===== src/verilog/drp_pkg.sv =====
`default_nettype none
package drp_pkg;

  // ---------------------------------------------------------------
  // Register map
  // ---------------------------------------------------------------
  localparam logic [15:0] ADDR_RUN = 16'hE228;
  localparam logic [15:0] ADDR_FLAGS0 = 16'hE502;
  localparam logic [15:0] ADDR_ENABLE0 = 16'hE50A;
  localparam logic [15:0] ADDR_SETUP = 16'hE618;
  localparam logic [15:0] ADDR_PROT_CTRL = 16'hE7E3;
  localparam logic [15:0] ADDR_PROT_KEY = 16'hE7FE;
  localparam logic [15:0] ADDR_PHCAL_A = 16'hE7F0;
  localparam logic [15:0] ADDR_PHCAL_B = 16'hE7F1;
  localparam logic [15:0] ADDR_PHCAL_C = 16'hE7F2;
  localparam logic [15:0] ADDR_RAM_FIRST = 16'h4380;
  localparam logic [15:0] ADDR_RAM_LAST = 16'h43BF;

  // ---------------------------------------------------------------
  // Field layout and values
  // ---------------------------------------------------------------
  localparam int RAM_WIDTH = 28;
  localparam int RAM_DEPTH = 64;
  localparam int RAM_IDX_W = 6;
  localparam int DONE_BIT = 17;
  localparam int PHCAL_W = 10;
  localparam int PHCAL_LAG_BIT = 9;
  localparam int PHCAL_MAG_W = 9;
  localparam int PHCAL_WORD_W = 16;
  localparam int PINSEL_W = 2;
  localparam logic [15:0] RUN_START = 16'h0001;
  localparam logic [15:0] RUN_STOP = 16'h0000;
  localparam logic [15:0] RUN_RESET = 16'h0000;
  localparam logic [7:0] PROT_KEY = 8'hAD;
  localparam logic [7:0] PROT_ON = 8'h80;
  localparam logic [7:0] PROT_OFF = 8'h00;
  localparam logic [1:0] PINSEL_DONE = 2'h0;
  localparam logic [15:0] SETUP_RESET = 16'h0000;
  localparam logic [31:0] ENABLE_RESET = 32'h0000_0000;
  localparam int PHCAL_LIMIT = 383;
  localparam int PHCAL_LAG_OFFSET = 512;

  // ---------------------------------------------------------------
  // Timing
  // ---------------------------------------------------------------
  localparam int SYS_CLK_HZ = 200_000_000;
  localparam int DSP_RATE_HZ = 8000;
  localparam int DSP_PERIOD_CYC = SYS_CLK_HZ / DSP_RATE_HZ;
  localparam int PIN_DELAY_NS = 70;
  localparam int PIN_DELAY_CYC = (PIN_DELAY_NS * (SYS_CLK_HZ / 1_000_000)) / 1000;
  localparam int PIN_LOW_NS = 10_000;
  localparam int PIN_LOW_CYC = (PIN_LOW_NS * (SYS_CLK_HZ / 1_000_000) + 999) / 1000;
  localparam int PROC_CLK_HZ = 1_024_000;

  // ---------------------------------------------------------------
  // Carriers
  // ---------------------------------------------------------------
  typedef struct packed {
    logic wr;
    logic rd;
    logic [15:0] addr;
    logic [31:0] wdata;
  } drp_reg_req_t;

  typedef struct packed {
    logic lag;
    logic [PHCAL_MAG_W-1:0] steps;
  } drp_phase_t;

  typedef enum logic [1:0] {
    PIN_IDLE,
    PIN_WAIT,
    PIN_LOW
  } drp_pin_state_t;

endpackage
`default_nettype wire


===== src/verilog/drp_interval.sv =====
`default_nettype none
module drp_interval #(
  parameter int PERIOD = 25000
) (
  // Clock and reset
  input wire logic SYS_CLK_I,
  input wire logic RSTN_I,
  // Control
  input wire logic clr_i,
  input wire logic run_i,
  // Tick
  output logic tick_o
);

  localparam int CW = $clog2(PERIOD + 1);
  localparam logic [CW-1:0] LAST = CW'(PERIOD - 1);

  logic [CW-1:0] cnt;
  logic [CW-1:0] next_cnt;
  logic next_tick;

  // ---------------------------------------------------------------
  // Period counter
  // ---------------------------------------------------------------
  always_comb begin
    next_cnt = cnt;
    next_tick = 1'b0;
    if (clr_i || !run_i) begin
      next_cnt = '0;
    end else if (cnt == LAST) begin
      next_cnt = '0;
      next_tick = 1'b1;
    end else begin
      next_cnt = cnt + CW'(1);
    end
  end

  always_ff @(posedge SYS_CLK_I or negedge RSTN_I) begin
    if (!RSTN_I) begin
      cnt <= '0;
      tick_o <= 1'b0;
    end else begin
      cnt <= next_cnt;
      tick_o <= next_tick;
    end
  end

endmodule
`default_nettype wire


===== src/verilog/drp_top.sv =====
// Summary of operation
// - Lagging correction carries 512 offset flag
// - Phase calibration read as zero-padded 16 bits
// - Pass every 8 kHz sets done flag
// - Enabled done flag drives interrupt low
// - Write one clears done flag, releases interrupt
// - Select 00: pin pulses low 10 us
// - Other selects route zero-crossing to pin
// - Input RAM 28 bits at 0x4380-0x43BF
// - RAM writes commit after two further writes
// - Reset: idle, RAM zero, run cleared
// - Run value 0x0001 starts execution
// - Run value 0x0000 stops execution
// - Protection off by default, blocks RAM writes
// - Key then 0x80 enables protection
// - Key then 0x00 disables protection
// - Registers writable while DSP runs
// - One step equals one processing clock period
`default_nettype none
module drp_top
  import drp_pkg::*;
#(
  parameter int RATE_CYC = DSP_PERIOD_CYC,
  parameter int DELAY_CYC = PIN_DELAY_CYC,
  parameter int LOW_CYC = PIN_LOW_CYC
) (
  // Clock and reset
  input wire logic SYS_CLK_I,
  input wire logic RSTN_I,
  input wire logic SW_RESET_I,
  // Register access from the serial port
  input wire drp_reg_req_t REG_REQ_I,
  output logic [31:0] REG_RDATA_O,
  output logic REG_RVALID_O,
  // Zero-crossing indication from the detector
  input wire logic ZX_STATE_I,
  // Status and pins
  output logic DSP_RUN_O,
  output logic DONE_TICK_O,
  output logic INT0_N_O,
  output logic SHARED_PIN_O,
  output logic PROT_ON_O,
  // Datapath settings
  output drp_phase_t PHASE_A_O,
  output drp_phase_t PHASE_B_O,
  output drp_phase_t PHASE_C_O
);

  localparam int PCW = $clog2(((DELAY_CYC > LOW_CYC) ? DELAY_CYC : LOW_CYC) + 1);
  localparam logic [PCW-1:0] DELAY_LAST = PCW'((DELAY_CYC > 1) ? DELAY_CYC - 1 : 0);
  localparam logic [PCW-1:0] LOW_LAST = PCW'(LOW_CYC - 1);

  // ---------------------------------------------------------------
  // Address decode
  // ---------------------------------------------------------------
  logic wr;
  logic rd;
  logic [15:0] addr;
  logic [31:0] wdata;
  logic ram_hit;
  logic [RAM_IDX_W-1:0] ram_idx;

  assign wr = REG_REQ_I.wr;
  assign rd = REG_REQ_I.rd;
  assign addr = REG_REQ_I.addr;
  assign wdata = REG_REQ_I.wdata;
  assign ram_hit = (addr >= ADDR_RAM_FIRST) && (addr <= ADDR_RAM_LAST);
  assign ram_idx = addr[RAM_IDX_W-1:0];

  // ---------------------------------------------------------------
  // Control registers
  // ---------------------------------------------------------------
  logic [15:0] run_reg;
  logic [31:0] enable0;
  logic [15:0] setup;
  logic [PHCAL_W-1:0] phcal [3];
  logic key_armed;
  logic prot;
  logic [15:0] next_run_reg;
  logic [31:0] next_enable0;
  logic [15:0] next_setup;
  logic [PHCAL_W-1:0] next_phcal [3];
  logic next_key_armed;
  logic next_prot;

  always_comb begin
    next_run_reg = run_reg;
    next_enable0 = enable0;
    next_setup = setup;
    next_phcal = phcal;
    next_key_armed = key_armed;
    next_prot = prot;
    if (SW_RESET_I) begin
      next_run_reg = RUN_RESET;
      next_enable0 = ENABLE_RESET;
      next_setup = SETUP_RESET;
      next_phcal = '{default: '0};
      next_key_armed = 1'b0;
      next_prot = 1'b0;
    end else if (wr) begin
      // Any write other than the key disarms the unlock
      next_key_armed = (addr == ADDR_PROT_KEY) && (wdata[7:0] == PROT_KEY);
      case (addr)
        ADDR_RUN: begin
          next_run_reg = wdata[15:0];
        end
        ADDR_ENABLE0: begin
          next_enable0 = wdata;
        end
        ADDR_SETUP: begin
          next_setup = wdata[15:0];
        end
        ADDR_PROT_CTRL: begin
          if (key_armed && wdata[7:0] == PROT_ON) begin
            next_prot = 1'b1;
          end else if (key_armed && wdata[7:0] == PROT_OFF) begin
            next_prot = 1'b0;
          end
        end
        ADDR_PHCAL_A: begin
          next_phcal[0] = wdata[PHCAL_W-1:0];
        end
        ADDR_PHCAL_B: begin
          next_phcal[1] = wdata[PHCAL_W-1:0];
        end
        ADDR_PHCAL_C: begin
          next_phcal[2] = wdata[PHCAL_W-1:0];
        end
        default: begin
        end
      endcase
    end
  end

  always_ff @(posedge SYS_CLK_I or negedge RSTN_I) begin
    if (!RSTN_I) begin
      run_reg <= RUN_RESET;
      enable0 <= ENABLE_RESET;
      setup <= SETUP_RESET;
      phcal <= '{default: '0};
      key_armed <= 1'b0;
      prot <= 1'b0;
    end else begin
      run_reg <= next_run_reg;
      enable0 <= next_enable0;
      setup <= next_setup;
      phcal <= next_phcal;
      key_armed <= next_key_armed;
      prot <= next_prot;
    end
  end

  // Only the start value runs the program; anything else leaves it idle
  assign DSP_RUN_O = (run_reg == RUN_START);
  assign PROT_ON_O = prot;

  // ---------------------------------------------------------------
  // Data RAM with two-stage write pipeline
  // ---------------------------------------------------------------
  logic [RAM_WIDTH-1:0] ram [RAM_DEPTH];
  logic [RAM_WIDTH-1:0] next_ram [RAM_DEPTH];
  logic st1_vld;
  logic st2_vld;
  logic [RAM_IDX_W-1:0] st1_idx;
  logic [RAM_IDX_W-1:0] st2_idx;
  logic [RAM_WIDTH-1:0] st1_dat;
  logic [RAM_WIDTH-1:0] st2_dat;
  logic next_st1_vld;
  logic next_st2_vld;
  logic [RAM_IDX_W-1:0] next_st1_idx;
  logic [RAM_IDX_W-1:0] next_st2_idx;
  logic [RAM_WIDTH-1:0] next_st1_dat;
  logic [RAM_WIDTH-1:0] next_st2_dat;
  logic ram_wr;

  assign ram_wr = wr && ram_hit && !prot && !SW_RESET_I;

  always_comb begin
    next_ram = ram;
    next_st1_vld = st1_vld;
    next_st2_vld = st2_vld;
    next_st1_idx = st1_idx;
    next_st2_idx = st2_idx;
    next_st1_dat = st1_dat;
    next_st2_dat = st2_dat;
    if (SW_RESET_I) begin
      next_ram = '{default: '0};
      next_st1_vld = 1'b0;
      next_st2_vld = 1'b0;
    end else if (ram_wr) begin
      // Each accepted write advances the pipe one place
      if (st2_vld) begin
        next_ram[st2_idx] = st2_dat;
      end
      next_st2_vld = st1_vld;
      next_st2_idx = st1_idx;
      next_st2_dat = st1_dat;
      next_st1_vld = 1'b1;
      next_st1_idx = ram_idx;
      next_st1_dat = wdata[RAM_WIDTH-1:0];
    end
  end

  always_ff @(posedge SYS_CLK_I or negedge RSTN_I) begin
    if (!RSTN_I) begin
      ram <= '{default: '0};
      st1_vld <= 1'b0;
      st2_vld <= 1'b0;
      st1_idx <= '0;
      st2_idx <= '0;
      st1_dat <= '0;
      st2_dat <= '0;
    end else begin
      ram <= next_ram;
      st1_vld <= next_st1_vld;
      st2_vld <= next_st2_vld;
      st1_idx <= next_st1_idx;
      st2_idx <= next_st2_idx;
      st1_dat <= next_st1_dat;
      st2_dat <= next_st2_dat;
    end
  end

  // ---------------------------------------------------------------
  // Computation rate and done flag
  // ---------------------------------------------------------------
  logic done_tick;
  logic done_flag;
  logic int0_n;
  logic next_done_flag;
  logic next_int0_n;
  logic flag_clr;

  drp_interval #(
    .PERIOD(RATE_CYC)
  ) u_rate (
    .SYS_CLK_I(SYS_CLK_I),
    .RSTN_I(RSTN_I),
    .clr_i(SW_RESET_I),
    .run_i(DSP_RUN_O),
    .tick_o(done_tick)
  );

  assign flag_clr = wr && (addr == ADDR_FLAGS0) && wdata[DONE_BIT];

  always_comb begin
    next_done_flag = done_tick || (done_flag && !flag_clr);
    if (SW_RESET_I) begin
      next_done_flag = 1'b0;
    end
    next_int0_n = !(next_done_flag && next_enable0[DONE_BIT]);
  end

  always_ff @(posedge SYS_CLK_I or negedge RSTN_I) begin
    if (!RSTN_I) begin
      done_flag <= 1'b0;
      int0_n <= 1'b1;
    end else begin
      done_flag <= next_done_flag;
      int0_n <= next_int0_n;
    end
  end

  assign INT0_N_O = int0_n;
  assign DONE_TICK_O = done_tick;

  // ---------------------------------------------------------------
  // Shared done / zero-crossing pin
  // ---------------------------------------------------------------
  drp_pin_state_t pin_st;
  drp_pin_state_t next_pin_st;
  logic [PCW-1:0] pin_cnt;
  logic [PCW-1:0] next_pin_cnt;
  logic pin;
  logic next_pin;

  always_comb begin
    next_pin_st = pin_st;
    next_pin_cnt = pin_cnt;
    case (pin_st)
      PIN_IDLE: begin
        if (done_tick) begin
          next_pin_st = PIN_WAIT;
          next_pin_cnt = '0;
        end
      end
      PIN_WAIT: begin
        if (pin_cnt == DELAY_LAST) begin
          next_pin_st = PIN_LOW;
          next_pin_cnt = '0;
        end else begin
          next_pin_cnt = pin_cnt + PCW'(1);
        end
      end
      PIN_LOW: begin
        if (pin_cnt == LOW_LAST) begin
          next_pin_st = PIN_IDLE;
          next_pin_cnt = '0;
        end else begin
          next_pin_cnt = pin_cnt + PCW'(1);
        end
      end
      default: begin
        next_pin_st = PIN_IDLE;
        next_pin_cnt = '0;
      end
    endcase
    if (SW_RESET_I) begin
      next_pin_st = PIN_IDLE;
      next_pin_cnt = '0;
    end
    if (next_setup[PINSEL_W-1:0] == PINSEL_DONE) begin
      next_pin = (next_pin_st != PIN_LOW);
    end else begin
      next_pin = ZX_STATE_I;
    end
  end

  always_ff @(posedge SYS_CLK_I or negedge RSTN_I) begin
    if (!RSTN_I) begin
      pin_st <= PIN_IDLE;
      pin_cnt <= '0;
      pin <= 1'b1;
    end else begin
      pin_st <= next_pin_st;
      pin_cnt <= next_pin_cnt;
      pin <= next_pin;
    end
  end

  assign SHARED_PIN_O = pin;

  // ---------------------------------------------------------------
  // Phase calibration decode
  // ---------------------------------------------------------------
  // Each step is one processing clock period of delay (lag) or advance
  assign PHASE_A_O = '{lag: phcal[0][PHCAL_LAG_BIT], steps: phcal[0][PHCAL_MAG_W-1:0]};
  assign PHASE_B_O = '{lag: phcal[1][PHCAL_LAG_BIT], steps: phcal[1][PHCAL_MAG_W-1:0]};
  assign PHASE_C_O = '{lag: phcal[2][PHCAL_LAG_BIT], steps: phcal[2][PHCAL_MAG_W-1:0]};

  // ---------------------------------------------------------------
  // Read path
  // ---------------------------------------------------------------
  logic [31:0] rdata;
  logic [31:0] next_rdata;
  logic rvalid;

  always_comb begin
    next_rdata = '0;
    if (ram_hit) begin
      next_rdata = {{(32 - RAM_WIDTH){1'b0}}, ram[ram_idx]};
    end else begin
      case (addr)
        ADDR_RUN: begin
          next_rdata = {16'h0000, run_reg};
        end
        ADDR_FLAGS0: begin
          next_rdata[DONE_BIT] = done_flag;
        end
        ADDR_ENABLE0: begin
          next_rdata = enable0;
        end
        ADDR_SETUP: begin
          next_rdata = {16'h0000, setup};
        end
        ADDR_PROT_CTRL: begin
          next_rdata = {24'h000000, (prot ? PROT_ON : PROT_OFF)};
        end
        ADDR_PHCAL_A: begin
          next_rdata = {16'h0000, (PHCAL_WORD_W - PHCAL_W)'(0), phcal[0]};
        end
        ADDR_PHCAL_B: begin
          next_rdata = {16'h0000, (PHCAL_WORD_W - PHCAL_W)'(0), phcal[1]};
        end
        ADDR_PHCAL_C: begin
          next_rdata = {16'h0000, (PHCAL_WORD_W - PHCAL_W)'(0), phcal[2]};
        end
        default: begin
          next_rdata = '0;
        end
      endcase
    end
  end

  always_ff @(posedge SYS_CLK_I or negedge RSTN_I) begin
    if (!RSTN_I) begin
      rdata <= '0;
      rvalid <= 1'b0;
    end else begin
      rdata <= rd ? next_rdata : rdata;
      rvalid <= rd;
    end
  end

  assign REG_RDATA_O = rdata;
  assign REG_RVALID_O = rvalid;

endmodule
`default_nettype wire

===== config.mk =====
export PLATFORM = sky130hd
export DESIGN_NAME = drp_top
export DESIGN_NICKNAME = d
export VERILOG_FILES = /design/src/verilog/drp_pkg.sv /design/src/verilog/drp_interval.sv /design/src/verilog/drp_top.sv
export SDC_FILE = /design/constraint.sdc
export NUM_CORES = 2
export LEC_CHECK = 0
export BUFFER_PORTS_ARGS = -buffer_cell sky130_fd_sc_hd__buf_2
export CORE_MARGIN = 5
export CORE_UTILIZATION = 25
export DETAILED_ROUTE_END_ITERATION = 12
export GPL_TIMING_DRIVEN = 0
export PLACE_DENSITY = 0.48
export REMOVE_ABC_BUFFERS = 1
export SYNTH_ARGS = -nofsm -noshare
export SYNTH_HDL_FRONTEND = slang
export SYNTH_SLANG_ARGS = --single-unit

===== constraint.sdc =====
create_clock -name SYS_CLK_I -period 2.9 [get_ports SYS_CLK_I]
set_input_delay 0.435 -clock SYS_CLK_I [delete_from_list [all_inputs] [get_ports SYS_CLK_I]]
set_output_delay 0.435 -clock SYS_CLK_I [all_outputs]
set_load 0.05 [all_outputs]

# == Word level (Yosys, flattened, before mapping) ==
# Cells that the tools add are included.
# Widths: inputs -> output; s select.
# word_totals
latchBits,0
ramBits,0
in_bits,54
ff_bits,2023
n_memories,0
romBits,0
out_inout_bits,68
elab_cells,215
# classes
n_reduce_logical,42
bitwise_logic,3
order_cmp,5
n_addsub,2
n_div,0
multipliers,0
mux,55
eq_ne,19
shift,0
# ops
op,count
$mux 1792,3
$bwmux 1792,1
$bmux 28 s6,1
$demux 28 s6,1
$eq 16x16->1 const B,9
$mux 32,4
$pmux 17 s7,1
$mux 16,6
$mux 28,3
$mux 30,2
$mux 11,4
$pmux 11 s3,1
$mux 10,3
$mux 15,2
$reduce_bool 2->1,10
$eq 16x1->1 const B,1
$eq 8x8->1 const B,2
$ge 16x15->1 const B,1
$le 16x15->1 const B,1
$reduce_and 2->1,8
$add 15x1->15 const B,1
$eq 15x15->1 const B,1
$mux 1,15
$ge 7x7->1 const B,2
other kinds (22),43

# == Logic depth before layout (Yosys ltp) ==
# logic_depth
ltp_word,9
mapped_depth,10
depth_no_buf,7

# == By module ==
# Synthesis repeated with hierarchy kept, for this count alone.
# unflattened
hier_cells,10036
area_unflattened_um2,95738.1
# modules_own_cells
module,instances,cells_each,area_per_inst_um2,seq_area_each_um2
drp_top,1,9958,94877.2,50225.7
drp_interval,1,78,860.8,400.4

# == Worst setup path before layout ==
# Ideal clock, no wire load.
# synth_path
kind,input-to-reg
start,in REG_REQ_I[32] (netlist bit)
end,reg rdata[15] (netlist: REG_RDATA_O[15])
slack_ps,359
path_stages,9
required_time_ps,2768
arrival_ps,2409
path_cell_list,buf_6 buf_6 buf_4 buf_2 mux4_2 a22oi_1 a21oi_1 o41ai_1 a21oi_1
# synth_via
elab_chain_len,5
elab_cells_between_ends,16
cone_classes,2 x order compare; 7 x eq/ne; 5 x mux; 1 x bitwise; 1 x reduce/logical
# synth_lines
item,line_no,source
from (decl),drp_top.sv:32,"input wire drp_reg_req_t REG_REQ_I,"
$not 6->7 (implied by the code),drp_top.sv:351,"next_rdata = {{(32 - RAM_WIDTH){1'b0}}, ram[ram_idx]};"
$bmux 28 s6,drp_top.sv:351,
$mux 28 (implied by the code) (2 in series),drp_top.sv:351,
$mux 32 (*),drp_top.sv:350,if (ram_hit) begin
to (signal assigned),drp_top.sv:390,rdata <= rd ? next_rdata : rdata;
to (decl),drp_top.sv:344,logic [31:0] rdata;
# Every way passes the cells marked *; elsewhere a longest branch is shown, timed or not. The select of a mux whose other input is x is not followed.
# A chain may end at the register's enable or synchronous reset.

# == Final worst setup path ==
# layout_path
start,reg ram[1604] (netlist bit)
end,reg rdata[8] (netlist: REG_RDATA_O[8])
# layout_via
elab_chain_len,4
# layout_lines
item,line_no,source
from (decl),drp_top.sv:160,logic [RAM_WIDTH-1:0] ram [RAM_DEPTH];
from (signal assigned),drp_top.sv:214,ram <= next_ram;
$bmux 28 s6,drp_top.sv:351,
$mux 28 (implied by the code) (2 in series),drp_top.sv:351,
$mux 32,drp_top.sv:350,
# No other way between the ends. The select of a mux whose other input is x is not followed.

==> results.yml <==
power_and_ir_drop:
  irDropWorstVdd_uv: 442.0
  power_density_nw_per_um2: 523.1
  leakage_nw: 45.53
placement:
  dp_hpwl_mm: 239.3
  placed_area_um2: 105700
  pre_cts_slack_ns: -2.504
  globalplace.congestion: 0.7966
  io_buffers: 121
drt:
  vias: 77780
  post_drt_via_cell_ratio: 5.139
  dr.first_iter.drc_count: 9035
  wl_per_cell_um: 25.08
  ant_nets: 0
  drt_wl_total_mm: 379.6
  dr.pass1.iters: 7
  drt_drc_violations_left: 0
clocking:
  cts_hold_buf: 33
  tritoncts: "built"
  clockBufferDepth: 4
  root_buffer: "clkbuf_16"
  clk_pin_slew_ns: 0.06
  insertion_delay_ns: 0.91
  numCtsBuffers: 228
  htreeDepth: 4
  cts_sinks: 2023
logic_synthesis:
  post_synth_num_cell_types: 74
  async_flop_share_pct: 100.0
  synth_edf_count: 0
  ys_warn_count: 0
  yosysSeqAreaShare_pct: 52.59
  synth-seq-cells: 2023
  syn-instance-count: 9946
  yosys_most_used_dff: "dfrtp_1"
  avgSynthCellArea_um2: 9.680
  synthesis.area_um2: 96270
setup_path:
  r2r_slack_ns: 0.02
  crit_arrival_ns: 3.58
  reg2reg_from: "ram[1604]"
  critPathKind: "flop to flop"
  r2r_cells: 5
  endpoint_kind: "flop"
  timing.rr.end: "REG_RDATA_O[8]"
  cp_max_fo: 2
  worstPathRequired_ns: 3.60
  critPathLaunchType: "flop"
global_route:
  gr-usage-all-layers_pct: 18.23
  antenna_found_initial: 18
  grt_max_degree: 177
  grt_first_pass_wirelength_mm: 549.8
  grt_pass1_vias: 76090
  grt_overflow: 0
cells_and_area:
  area_delta_synth_final_pct: 20.39
  nNetsFinal: 9982
  drive_above_1_share_pct: 17.44
  largest_register_ffs: 1792
  fin_area_um2: 115900
  max_flop_register: "ram"
run:
  max_cap_violations: 0
floorplanning:
  boundaryPins: 122
  die-area_um2: 397600
  die_w_um: 630.6
  dieHeight_um: 630.6
  start_util_pct: 25.15
  core_um2: 382900
  rows: 227
run_status:
  outcome: "finished with violations"
  violations: "hold timing"
hold_path:
  hold_class: "input pin to asynchronous set/reset pin"
sta:
  rsz0062_at_grt: "false"
  hold_ws_ns: -0.4671
  maxSlewHeadroom_pct: 7.464
  tns_ns: 0
  fin_ws_ns: 0.01909
  fmax_ghz: 0.3471
  post-route-period-util_pct: 99.34
  finClkSkew_ns: 0.07915
  setup_viol: 0
  tightest_slew_ns: 1.385
  finalHoldViolCount: 116
  maxSlewViolCount: 0
  fin_crit_ns: 2.881
power breakdown:
group	internal [mW]	total, mW	switching, mW
logic	0.713	2.86	2.15
registers	28.3	28.3	0.0353
clock network	17.2	29.5	12.3
through the flow:
step,power (mW),std cells,util [%]
floorplan,29.31,9009,-
global placement,31.49,14170,25.90
detailed placement,31.43,14530,27.60
CTS,61.12,15090,30.09
global route,62.44,15140,30.27
finish,60.63,15140,30.27
synth_stat cells, types with 9 or more instances:
library cell	n	area share, %
a22oi_1	146	1.1
nor3_1	20	0.10
o21ai_0	12	0.062
and3_1	10	0.065
a21oi_1	1921	10
nor4_4	59	1.3
o31ai_1	11	0.086
buf_2	198	1.0
a222oi_1	9	0.094
a221oi_1	24	0.22
nand4_1	78	0.51
nand2_1	3696	14
a31oi_1	17	0.11
mux4_2	481	11
dfrtp_1	2021	53
o41ai_1	18	0.16
inv_1	31	0.12
nor2_1	124	0.48
nand3_1	30	0.16
buf_4	14	0.11
mux2_2	82	0.96
mux2i_1	38	0.40
clkbuf_1	666	2.6
buf_6	28	0.33
buf_1	31	0.12
a32oi_1	24	0.22
cells by family (layout without fill, tap and decap cells):
kind of cell	Yosys count	in the layout	share of synthesized area, %
AOI/OAI and AO/OA	2221	2221	12.43
xor gates and xnor gates	15	15	0.1365
adders and majority gates	7	7	0.09097
buffers and inverters	969	1115	4.308
DFF	2023	2023	52.59
muxes	601	601	12.61
other	0	3	0
and+or+nand+nor	4110	4113	17.84
final cells by class:
cell class	instances	area (um2)
fill	39280	267000
clock inverter	49	640.6
antenna	3	7.507
sequential	2023	50730
inverter	32	132.6
tap	5038	6304
timing repair buffer	679	9171
multi-input combinational	6957	42110
clock buffer	355	6805
metal layers:
metal	GRT usage (%)	routed length, um	up-vias
met5	0	70	-
met4	7.192	16610	12
met3	2.925	27640	616
met2	28.35	172400	3039
met1	25.40	162800	40210
li1	-	-	33900
what timing repair did:
| item | 4_1_cts | 5_1_grt |
|---|---|---|
| resized for setup | 86 | 34 |
| endpoints found under the hold margin | 228 | 116 |
| buffers inserted | 96 | 36 |
| setup endpoints to repair | 1531 | 617 |
| cloned | 18 | 11 |
| pin swaps | 70 | 23 |
worst max path at each step:
stage	startpoint	endpoint	slack [ns]	depth (start not counted)
after CTS	PROT_ON_O	ram[25]	-0.10	7
after floorplan	PROT_ON_O	ram[1407]	-5.57	5
after global placement	SW_RESET_I	st2_dat[16]	-56.35	3
after global routing	run_reg[9]	DSP_RUN_O	0.0006	4
after detailed placement	REG_REQ_I[32]	REG_RDATA_O[1]	-2.50	9
final	ram[1604]	REG_RDATA_O[8]	0.02	5
worst max-delay path, cell delays in order, from the launching register on:
cell,delay (ns)
dfrtp_1,0.38
mux4_2,0.47
a22oi_1,0.53
a21oi_1,0.49
o41ai_4,0.63
a31oi_1,0.17
placed cells by master (no fill, tap or decap), types with 31 or more instances in the layout:
cell type	n
nand2_1	3690
dfrtp_1	1992
a21oi_1	1902
mux4_2	481
clkbuf_16	238
buf_8	166
buf_4	127
a22oi_1	126
nor2_1	119
buf_2	113
buf_6	96
buf_16	85
mux2_2	82
nand4_1	78
nor4_4	68
clkbuf_1	67
clkbuf_8	58
mux2i_1	38
dlygate4sd3_1	33
buf_12	32
clkinv_2	31
Note: power is estimated with default switching activity, not from simulation.
